[config.mk]
export PLATFORM = sky130hd
export DESIGN_NAME = mtc_count_regs
export DESIGN_NICKNAME = d
export VERILOG_FILES = /design/src/verilog/mtc_pkg.sv /design/src/verilog/mtc_prescaler.sv /design/src/verilog/mtc_count_regs.sv
export VERILOG_INCLUDE_DIRS = /design/src /design/src/verilog
export SDC_FILE = /design/constraint.sdc
export NUM_CORES = 1
export LEC_CHECK = 0
export BUFFER_PORTS_ARGS = -buffer_cell sky130_fd_sc_hd__buf_4
export CAP_MARGIN = 15
export CORE_ASPECT_RATIO = 1.4
export CORE_MARGIN = 3
export CORE_UTILIZATION = 45
export CTS_CLUSTER_SIZE = 20
export DETAILED_ROUTE_END_ITERATION = 10
export GPL_TIMING_DRIVEN = 1
export PLACE_DENSITY = 0.63
export SETUP_SLACK_MARGIN = 0.3
export SYNTH_ARGS = -nofsm -noshare
export SYNTH_HDL_FRONTEND = slang
export SYNTH_HIERARCHICAL = 1
export SYNTH_SLANG_ARGS = --single-unit
export TNS_END_PERCENT = 50
[constraint.sdc]
create_clock -name i_clk -period 4.2 [get_ports i_clk]
set_input_delay 0.21 -clock i_clk [delete_from_list [all_inputs] [get_ports i_clk]]
set_output_delay 0.21 -clock i_clk [all_outputs]
set_load 0.01 [all_outputs]
[src/verilog/mtc_consts.svh]
// register offsets, field positions and reset values of the timer count block
// assumes inclusion by bare name from the package and design files
`ifndef MTC_CONSTS_SVH
`define MTC_CONSTS_SVH

// ----------------------------------------------------------------------
// register byte offsets
// ----------------------------------------------------------------------
`define MTC_OFF_FIRST_COUNT   8'h00
`define MTC_OFF_CAPTURE_A     8'h04
`define MTC_OFF_CAPTURE_B     8'h08
`define MTC_OFF_SECOND_COUNT  8'h0C
`define MTC_OFF_DIVIDER       8'h10
`define MTC_OFF_CONTROL       8'h24

// ----------------------------------------------------------------------
// control register fields
// ----------------------------------------------------------------------
`define MTC_CTL_ENABLE_BIT    0
`define MTC_CTL_TRIG_EN_BIT   1
`define MTC_CTL_START_BIT     2
`define MTC_CTL_TRAIN_BIT     3
`define MTC_CTL_MODE_LSB      4
`define MTC_CTL_CSEL1_LSB     6
`define MTC_CTL_CSEL2_LSB     9
`define MTC_CTL_USED_MASK     32'h00000FFB

// ----------------------------------------------------------------------
// widths and reset values
// ----------------------------------------------------------------------
`define MTC_COUNT_W           16
`define MTC_DIV_W             8
`define MTC_DIVIDER_RESET     8'h00
`define MTC_CLKSEL_RESET      3'h0
`define MTC_MODE_RESET        2'h0

`endif

[src/verilog/mtc_pkg.sv]
// types used by the timer count block, not by its prescaler
// assumes mtc_consts.svh is on the include path
`include "mtc_consts.svh"
`default_nettype none

package mtc_pkg;

  // operating mode select codes
  typedef enum logic [1:0]
  {
    MTC_MODE_PWM_COUNTER = 2'h0,
    MTC_MODE_DUAL_CAPT   = 2'h1,
    MTC_MODE_DUAL_INDEP  = 2'h2,
    MTC_MODE_CAPT_TIMER  = 2'h3
  } mtc_mode_t;

  // counter clock source codes
  typedef enum logic [2:0]
  {
    MTC_CLK_NONE      = 3'h0,
    MTC_CLK_PRESCALED = 3'h1,
    MTC_CLK_EXT_EVENT = 3'h2,
    MTC_CLK_PULSE_ACC = 3'h3
  } mtc_clksel_t;

endpackage

`default_nettype wire

[src/verilog/mtc_prescaler.sv]
// prescaler: divides the system clock by the active setting plus one
// assumes a synchronous active-low reset on the same clock as the parent
`include "mtc_consts.svh"
`default_nettype none

module mtc_prescaler
(
  // clock and reset
  input  wire logic                   i_clk,
  input  wire logic                   i_resetn,
  // control
  input  wire logic                   i_run,
  input  wire logic [`MTC_DIV_W-1:0]  i_setting,
  input  wire logic                   i_pulse_train,
  input  wire logic                   i_load_now,
  // tick out
  output var  logic                   o_tick
);

  logic [`MTC_DIV_W-1:0] active_reg;
  logic [`MTC_DIV_W-1:0] count_reg;
  logic                  underflow;

  assign underflow = i_run && (count_reg == '0);

  // ----------------------------------------------------------------------
  // active setting and down counter
  // ----------------------------------------------------------------------
  always_ff @(posedge i_clk)
  begin
    if (!i_resetn)
    begin
      active_reg <= `MTC_DIVIDER_RESET;
      count_reg  <= `MTC_DIVIDER_RESET;
    end
    else if (i_load_now)
    begin
      active_reg <= i_setting;
      count_reg  <= i_setting;
    end
    else if (!i_run)
    begin
      count_reg <= active_reg;
    end
    else if (underflow)
    begin
      if (!i_pulse_train)
      begin
        active_reg <= i_setting;
        count_reg  <= i_setting;
      end
      else
      begin
        count_reg <= active_reg;
      end
    end
    else
    begin
      count_reg <= count_reg - 8'h01;
    end
  end

  always_ff @(posedge i_clk)
  begin
    if (!i_resetn)
      o_tick <= 1'b0;
    else
      o_tick <= underflow && !i_load_now;
  end
endmodule // mtc_prescaler

`default_nettype wire

[src/verilog/mtc_count_regs.sv]
// multifunction timer counting core: two counters, two capture/reload
// registers and the clock prescaler, reached over an APB slave port
// assumes one system clock, synchronous active-low reset, 32-bit APB master
//
// Behaviour
// - first counter 16 bits, not reset
// - first counter read returns live value
// - first counter written only while enabled
// - second counter 16 bits, not reset
// - second counter read returns live value
// - second counter written only while enabled
// - capture A 16 bits, not reset, readable
// - capture A written only while enabled
// - capture B 16 bits, not reset, readable
// - capture B written only while enabled
// - prescaler setting writable at any time
// - new setting applied at prescaler underflow
// - pulse train applies setting on start/trigger
// - timer clock is system clock over setting+1
// - prescaled clock drives counter when select 001b
// - pulse train is variant of mode 00b
//
// Register access over APB is this design's own decision.
`include "mtc_consts.svh"
`default_nettype none

module mtc_count_regs
(
  // clock and reset
  input  wire logic        i_clk,
  input  wire logic        i_resetn,
  // apb slave
  input  wire logic        i_psel,
  input  wire logic        i_penable,
  input  wire logic        i_pwrite,
  input  wire logic [7:0]  i_paddr,
  input  wire logic [31:0] i_pwdata,
  output var  logic        o_pready,
  output var  logic [31:0] o_prdata,
  output var  logic        o_pslverr,
  // timer pin
  input  wire logic        i_timer_input_b,
  // prescaled timer clock tick
  output var  logic        o_timer_tick
);

  // ----------------------------------------------------------------------
  // decode helpers
  // ----------------------------------------------------------------------
  function automatic logic reg_hit(input logic [7:0] addr, input logic [7:0] off);
    return addr == off;
  endfunction

  function automatic logic addr_mapped(input logic [7:0] addr);
    return reg_hit(addr, `MTC_OFF_FIRST_COUNT) || reg_hit(addr, `MTC_OFF_CAPTURE_A)
        || reg_hit(addr, `MTC_OFF_CAPTURE_B) || reg_hit(addr, `MTC_OFF_SECOND_COUNT)
        || reg_hit(addr, `MTC_OFF_DIVIDER) || reg_hit(addr, `MTC_OFF_CONTROL);
  endfunction

  // ----------------------------------------------------------------------
  // state
  // ----------------------------------------------------------------------
  logic [`MTC_COUNT_W-1:0] first_count_value_reg;
  logic [`MTC_COUNT_W-1:0] second_count_value_reg;
  logic [`MTC_COUNT_W-1:0] capture_reload_a_value_reg;
  logic [`MTC_COUNT_W-1:0] capture_reload_b_value_reg;
  logic [`MTC_DIV_W-1:0]   clock_divider_setting_reg;
  logic                    timer_enable_bit_reg;
  logic                    pulse_train_trigger_enable_reg;
  logic                    pulse_train_start_bit_reg;
  logic                    pulse_train_select_reg;
  mtc_pkg::mtc_mode_t      operating_mode_select_reg;
  mtc_pkg::mtc_clksel_t    first_counter_clock_select_reg;
  mtc_pkg::mtc_clksel_t    second_counter_clock_select_reg;
  logic                    in_b_meta_reg;
  logic                    in_b_sync2_reg;
  logic                    in_b_sync3_reg;
  logic                    in_b_stable_reg;
  logic [31:0]             read_next;

  logic access_phase;
  logic write_fire;
  logic in_b_event;
  logic pulse_train;
  logic load_now;
  logic prescale_tick;
  logic first_write;
  logic second_write;
  logic cap_a_write;
  logic cap_b_write;
  logic first_step;
  logic second_step;

  // ----------------------------------------------------------------------
  // apb handshake: one wait state, answer at second access cycle
  // ----------------------------------------------------------------------
  assign access_phase = i_psel && i_penable;
  assign write_fire   = access_phase && o_pready && i_pwrite;

  always_ff @(posedge i_clk)
  begin
    if (!i_resetn)
      o_pready <= 1'b0;
    else
      o_pready <= access_phase && !o_pready;
  end

  always_ff @(posedge i_clk)
  begin
    if (!i_resetn)
      o_pslverr <= 1'b0;
    else
      o_pslverr <= access_phase && !o_pready && !addr_mapped(i_paddr);
  end

  // ----------------------------------------------------------------------
  // read data: live values, reserved bits zero
  // ----------------------------------------------------------------------
  always_comb
  begin
    read_next = 32'h00000000;
    case (i_paddr)
      `MTC_OFF_FIRST_COUNT:  read_next[15:0] = first_count_value_reg;
      `MTC_OFF_CAPTURE_A:    read_next[15:0] = capture_reload_a_value_reg;
      `MTC_OFF_CAPTURE_B:    read_next[15:0] = capture_reload_b_value_reg;
      `MTC_OFF_SECOND_COUNT: read_next[15:0] = second_count_value_reg;
      `MTC_OFF_DIVIDER:      read_next[7:0]  = clock_divider_setting_reg;
      `MTC_OFF_CONTROL:
      begin
        read_next[`MTC_CTL_ENABLE_BIT]  = timer_enable_bit_reg;
        read_next[`MTC_CTL_TRIG_EN_BIT] = pulse_train_trigger_enable_reg;
        read_next[`MTC_CTL_TRAIN_BIT]   = pulse_train_select_reg;
        read_next[`MTC_CTL_MODE_LSB +: 2]  = operating_mode_select_reg;
        read_next[`MTC_CTL_CSEL1_LSB +: 3] = first_counter_clock_select_reg;
        read_next[`MTC_CTL_CSEL2_LSB +: 3] = second_counter_clock_select_reg;
      end
      default:               read_next = 32'h00000000;
    endcase
  end

  always_ff @(posedge i_clk)
  begin
    if (!i_resetn)
      o_prdata <= 32'h00000000;
    else if (access_phase && !o_pready && !i_pwrite)
      o_prdata <= read_next;
  end

  // ----------------------------------------------------------------------
  // control register
  // ----------------------------------------------------------------------
  always_ff @(posedge i_clk)
  begin
    if (!i_resetn)
    begin
      timer_enable_bit_reg            <= 1'b0;
      pulse_train_trigger_enable_reg  <= 1'b0;
      pulse_train_select_reg          <= 1'b0;
      operating_mode_select_reg       <= mtc_pkg::mtc_mode_t'(`MTC_MODE_RESET);
      first_counter_clock_select_reg  <= mtc_pkg::mtc_clksel_t'(`MTC_CLKSEL_RESET);
      second_counter_clock_select_reg <= mtc_pkg::mtc_clksel_t'(`MTC_CLKSEL_RESET);
    end
    else if (write_fire && reg_hit(i_paddr, `MTC_OFF_CONTROL))
    begin
      timer_enable_bit_reg            <= i_pwdata[`MTC_CTL_ENABLE_BIT];
      pulse_train_trigger_enable_reg  <= i_pwdata[`MTC_CTL_TRIG_EN_BIT];
      pulse_train_select_reg          <= i_pwdata[`MTC_CTL_TRAIN_BIT];
      operating_mode_select_reg       <= mtc_pkg::mtc_mode_t'(i_pwdata[`MTC_CTL_MODE_LSB +: 2]);
      first_counter_clock_select_reg  <=
        mtc_pkg::mtc_clksel_t'(i_pwdata[`MTC_CTL_CSEL1_LSB +: 3]);
      second_counter_clock_select_reg <=
        mtc_pkg::mtc_clksel_t'(i_pwdata[`MTC_CTL_CSEL2_LSB +: 3]);
    end
  end

  // start bit is a one-cycle strobe, reads back zero
  always_ff @(posedge i_clk)
  begin
    if (!i_resetn)
      pulse_train_start_bit_reg <= 1'b0;
    else
      pulse_train_start_bit_reg <= write_fire && reg_hit(i_paddr, `MTC_OFF_CONTROL)
                                   && i_pwdata[`MTC_CTL_START_BIT];
  end

  // ----------------------------------------------------------------------
  // prescaler setting, writable whatever the enable state
  // ----------------------------------------------------------------------
  always_ff @(posedge i_clk)
  begin
    if (!i_resetn)
      clock_divider_setting_reg <= `MTC_DIVIDER_RESET;
    else if (write_fire && reg_hit(i_paddr, `MTC_OFF_DIVIDER))
      clock_divider_setting_reg <= i_pwdata[7:0];
  end

  // ----------------------------------------------------------------------
  // input b synchroniser and rising edge event
  // ----------------------------------------------------------------------
  always_ff @(posedge i_clk)
  begin
    if (!i_resetn)
    begin
      in_b_meta_reg   <= 1'b0;
      in_b_sync2_reg  <= 1'b0;
      in_b_sync3_reg  <= 1'b0;
      in_b_stable_reg <= 1'b0;
    end
    else
    begin
      in_b_meta_reg  <= i_timer_input_b;
      in_b_sync2_reg <= in_b_meta_reg;
      in_b_sync3_reg <= in_b_sync2_reg;
      if (in_b_sync2_reg == in_b_sync3_reg)
        in_b_stable_reg <= in_b_sync3_reg;
    end
  end

  assign in_b_event = (in_b_sync2_reg == in_b_sync3_reg) && in_b_sync3_reg
                      && !in_b_stable_reg;

  // ----------------------------------------------------------------------
  // prescaler
  // ----------------------------------------------------------------------
  assign pulse_train = pulse_train_select_reg
                       && (operating_mode_select_reg == mtc_pkg::MTC_MODE_PWM_COUNTER);
  assign load_now    = pulse_train && (pulse_train_start_bit_reg
                       || (pulse_train_trigger_enable_reg && in_b_event));

  mtc_prescaler u_prescaler
  (
    .i_clk         (i_clk),
    .i_resetn      (i_resetn),
    .i_run         (timer_enable_bit_reg),
    .i_setting     (clock_divider_setting_reg),
    .i_pulse_train (pulse_train),
    .i_load_now    (load_now),
    .o_tick        (prescale_tick)
  );

  always_ff @(posedge i_clk)
  begin
    if (!i_resetn)
      o_timer_tick <= 1'b0;
    else
      o_timer_tick <= prescale_tick;
  end

  // ----------------------------------------------------------------------
  // counters and capture/reload registers, never reset
  // ----------------------------------------------------------------------
  assign first_write  = write_fire && timer_enable_bit_reg
                        && reg_hit(i_paddr, `MTC_OFF_FIRST_COUNT);
  assign second_write = write_fire && timer_enable_bit_reg
                        && reg_hit(i_paddr, `MTC_OFF_SECOND_COUNT);
  assign cap_a_write  = write_fire && timer_enable_bit_reg
                        && reg_hit(i_paddr, `MTC_OFF_CAPTURE_A);
  assign cap_b_write  = write_fire && timer_enable_bit_reg
                        && reg_hit(i_paddr, `MTC_OFF_CAPTURE_B);
  assign first_step   = prescale_tick
                        && (first_counter_clock_select_reg == mtc_pkg::MTC_CLK_PRESCALED);
  assign second_step  = prescale_tick
                        && (second_counter_clock_select_reg == mtc_pkg::MTC_CLK_PRESCALED);

  always_ff @(posedge i_clk)
  begin
    if (first_write)
      first_count_value_reg <= i_pwdata[15:0];
    else if (first_step)
      first_count_value_reg <= first_count_value_reg - 16'h0001;
  end

  always_ff @(posedge i_clk)
  begin
    if (second_write)
      second_count_value_reg <= i_pwdata[15:0];
    else if (second_step)
      second_count_value_reg <= second_count_value_reg - 16'h0001;
  end

  always_ff @(posedge i_clk)
  begin
    if (cap_a_write)
      capture_reload_a_value_reg <= i_pwdata[15:0];
  end

  always_ff @(posedge i_clk)
  begin
    if (cap_b_write)
      capture_reload_b_value_reg <= i_pwdata[15:0];
  end
endmodule // mtc_count_regs

`default_nettype wire

==> key figures <==
STA
  – Worst Tran Pin Value: 0.934 ns
  – Final period utilization: 59.4%
  – Clock Skew: 0.00717 ns
  – Endpoints failing setup: 0
  – Final hold vios: 0
  – Final slew viol count: 0
  – Max Fclk: 0.401 GHz
  – Setup tns final: 0 ns
  – Period minus WS final: 2.49 ns
  – RSZ-0062 raised after global routing: no
  – Slew margin rel.: 37.3%
  – Hold slack: 0.0428 ns

CTS
  – Clk slew on worst S/H paths: 0.06 ns
  – Max Root-Sink Buffers: 2
  – Root Buffer: clkbuf_16
  – H-tree depth: 4
  – Post_cts resized: 0
  – Total setup buffers inserted after CTS: 0
  – Clk_lat worst skew: 0.42 ns
  – CTS buffer count: 17
  – Clock Sinks: 124
  – CTS tree: done

Synthesis
  – Register area share after synthesis: 50.1%
  – Distinct cells, synth: 62
  – Post-synth ARST share: 0%
  – Synthesis Warnings: 6
  – Synth Register Bits: 124
  – Syn Inst Count: 599
  – Syn Std Cell Area: 6230 um2
  – Number of synthesized flops with an enable pin: 64
  – Leading register cell type out of synthesis: edfxtp_1
  – Cell taking the most area after synthesis: edfxtp_1
  – Top cell type's share of synthesized area: 30.8%
  – Post-Syn Area per Cell: 10.4 um2
  – Synth top area cells: edfxtp_1, dfxtp_1, mux2i_1

Place
  – Port bufs: 48
  – Dpl cell area: 6690 um2
  – Post-DP HPWL: 11,700 um
  – RePlAce Congestion: 0.865

Power
  – Max IR drop VDD: 0.269 mV
  – Pleak: 2.89 nW
  – Total power: 2.89 mW
  – Power per cell area: 394 nW/um2

Run
  – Max Cap Viol: 0

Floorplanning
  – I/O pin count: 81
  – Total core area: 13,500 um2
  – Cell Rows: 50
  – Starting density of the core: 46.3%
  – Die ar.: 15,300 um2
  – Die Ht: 145 um
  – Die W: 105 um

Global route
  – Overflow after GRT: 0
  – Initial antenna violation count: 0
  – First-pass GRT wire length: 25,400 um
  – Largest net degree at the start of global routing: 62
  – GRT Util Overall: 21.8%
  – Number of global-route vias before repair: 4,672

Route
  – DR iter-0 viols: 396
  – DRC: 0
  – Drt wl/cell: 19.5 um
  – Post-route ant nets: 0
  – Avg Vias per Cell: 5.70
  – Via count: 4,812
  – Iteration count of the initial detailed-routing pass: 4
  – Final wirelength: 16,400 um

Run status
  – Status: completed

Final layout
  – Most common cell after layout, fill and taps aside: edfxtp_1
  – Final nets: 700
  – Cell area after layout: 7340 um2
  – P&R area growth vs syn: 17.7%
  – Share of layout cells above drive strength 1: 16.6%
  – Antenna cell count: 0
  – Commonest cells after routing, fill and taps aside: edfxtp_1, dfxtp_1, buf_4

Critical path
  – Crit path max fanout: 16
  – Worst R2R Setup Slack: 1.71 ns
  – CP required: 4.25 ns
  – Crit start category: flip-flop
  – Crit. End Element: flip-flop
  – Worst EP arrival: 2.55 ns
  – Critical path class: reg -> reg

Min path
  – Hold Path Class: in -> reg
## synthesized netlist by cell type, types with 8 or more instances
cell type / instances
xnor2_1: 16
buf_4: 16
nor2b_1: 24
nor2_1: 50
a31oi_1: 9
mux2i_1: 49
nand2_1: 46
xor2_1: 11
clkbuf_1: 19
edfxtp_1: 64
nand3_1: 11
dfxtp_1: 60
a22oi_1: 8
o21ai_0: 31
nor3_1: 14
a21oi_1: 36
## what timing repair did
action / 4_1_cts / 5_1_grt
endpoints found under the setup margin: 0 / 0
hold endpoints to repair: 7 / 2
hold buffers: 4 / 1
## layout make-up
cell class / count / area, um2
inverters: 8 / 30.0
repair buffers: 62 / 475
flip-flops and latches: 124 / 3120
multi-input cells: 436 / 2880
clock inverters: 15 / 171
fillers: 1203 / 6110
well taps: 182 / 228
clock buffers: 17 / 425
## layer usage
metal | vias up | share of wire, % | wire (um) | GRT usage (%)
met5 | - | 0 | 0 | 0
met4 | 0 | 3.5 | 575 | 10.4
met3 | 30 | 5.5 | 905 | 4.85
met2 | 183 | 52 | 8510 | 37.0
met1 | 2332 | 39 | 6460 | 25.9
li1 | 2267 | - | - | -
## cell families after synthesis
| logic type | Yosys count | share of synthesized area (%) |
|---|---|---|
| AO/OA/AOI/OAI | 129 | 12.8 |
| XOR/XNOR | 27 | 3.79 |
| adder cells (fa/ha/maj) | 5 | 1.00 |
| buffers and inverters | 54 | 4.86 |
| flip-flops | 124 | 50.1 |
| multiplexers | 57 | 10.0 |
| other | 1 | 0.0602 |
| AND/OR/NAND/NOR | 202 | 17.4 |
## where the power goes
group	leakage, nW	switching (mW)	internal [mW]	total, mW
clock	0.277	0.552	0.928	1.48
sequential	1.15	0.00384	1.27	1.28
combinational	1.47	0.0789	0.0553	0.134
total	2.89	0.634	2.26	2.89
## metrics by stage
step | setup WS [ns] | utilization (%) | cells
5_1_grt | 1.50 | 54.5 | 844
3_3_place_gp | 1.50 | 49.7 | 806
4_1_cts | 1.70 | 54.4 | 842
6_report | 1.71 | 54.5 | 844
3_5_place_dp | 1.45 | 49.7 | 806
2_1_floorplan | 1.54 | - | 614
## critical path, cell delays in order (launching register included)
cell and delay [ns]:
dfxtp_1 0.70, and2_1 0.27, nand3_1 0.42, nand2_1 0.73
## final timing paths
check	start	end	cells after the start
worst max-delay path	timer_enable_bit_reg$_SDFFE_PN0N_	second_count_value_reg[13]$_DFFE_PP_	3
worst min-delay path	i_pwdata[8]	capture_reload_b_value_reg[8]$_DFFE_PP_	1
worst max register to register	timer_enable_bit_reg$_SDFFE_PN0N_	second_count_value_reg[13]$_DFFE_PP_	3
worst min register to register	in_b_meta_reg$_SDFF_PN0_	in_b_sync2_reg$_SDFF_PN0_	1
Power figures use the tool's default switching activity.
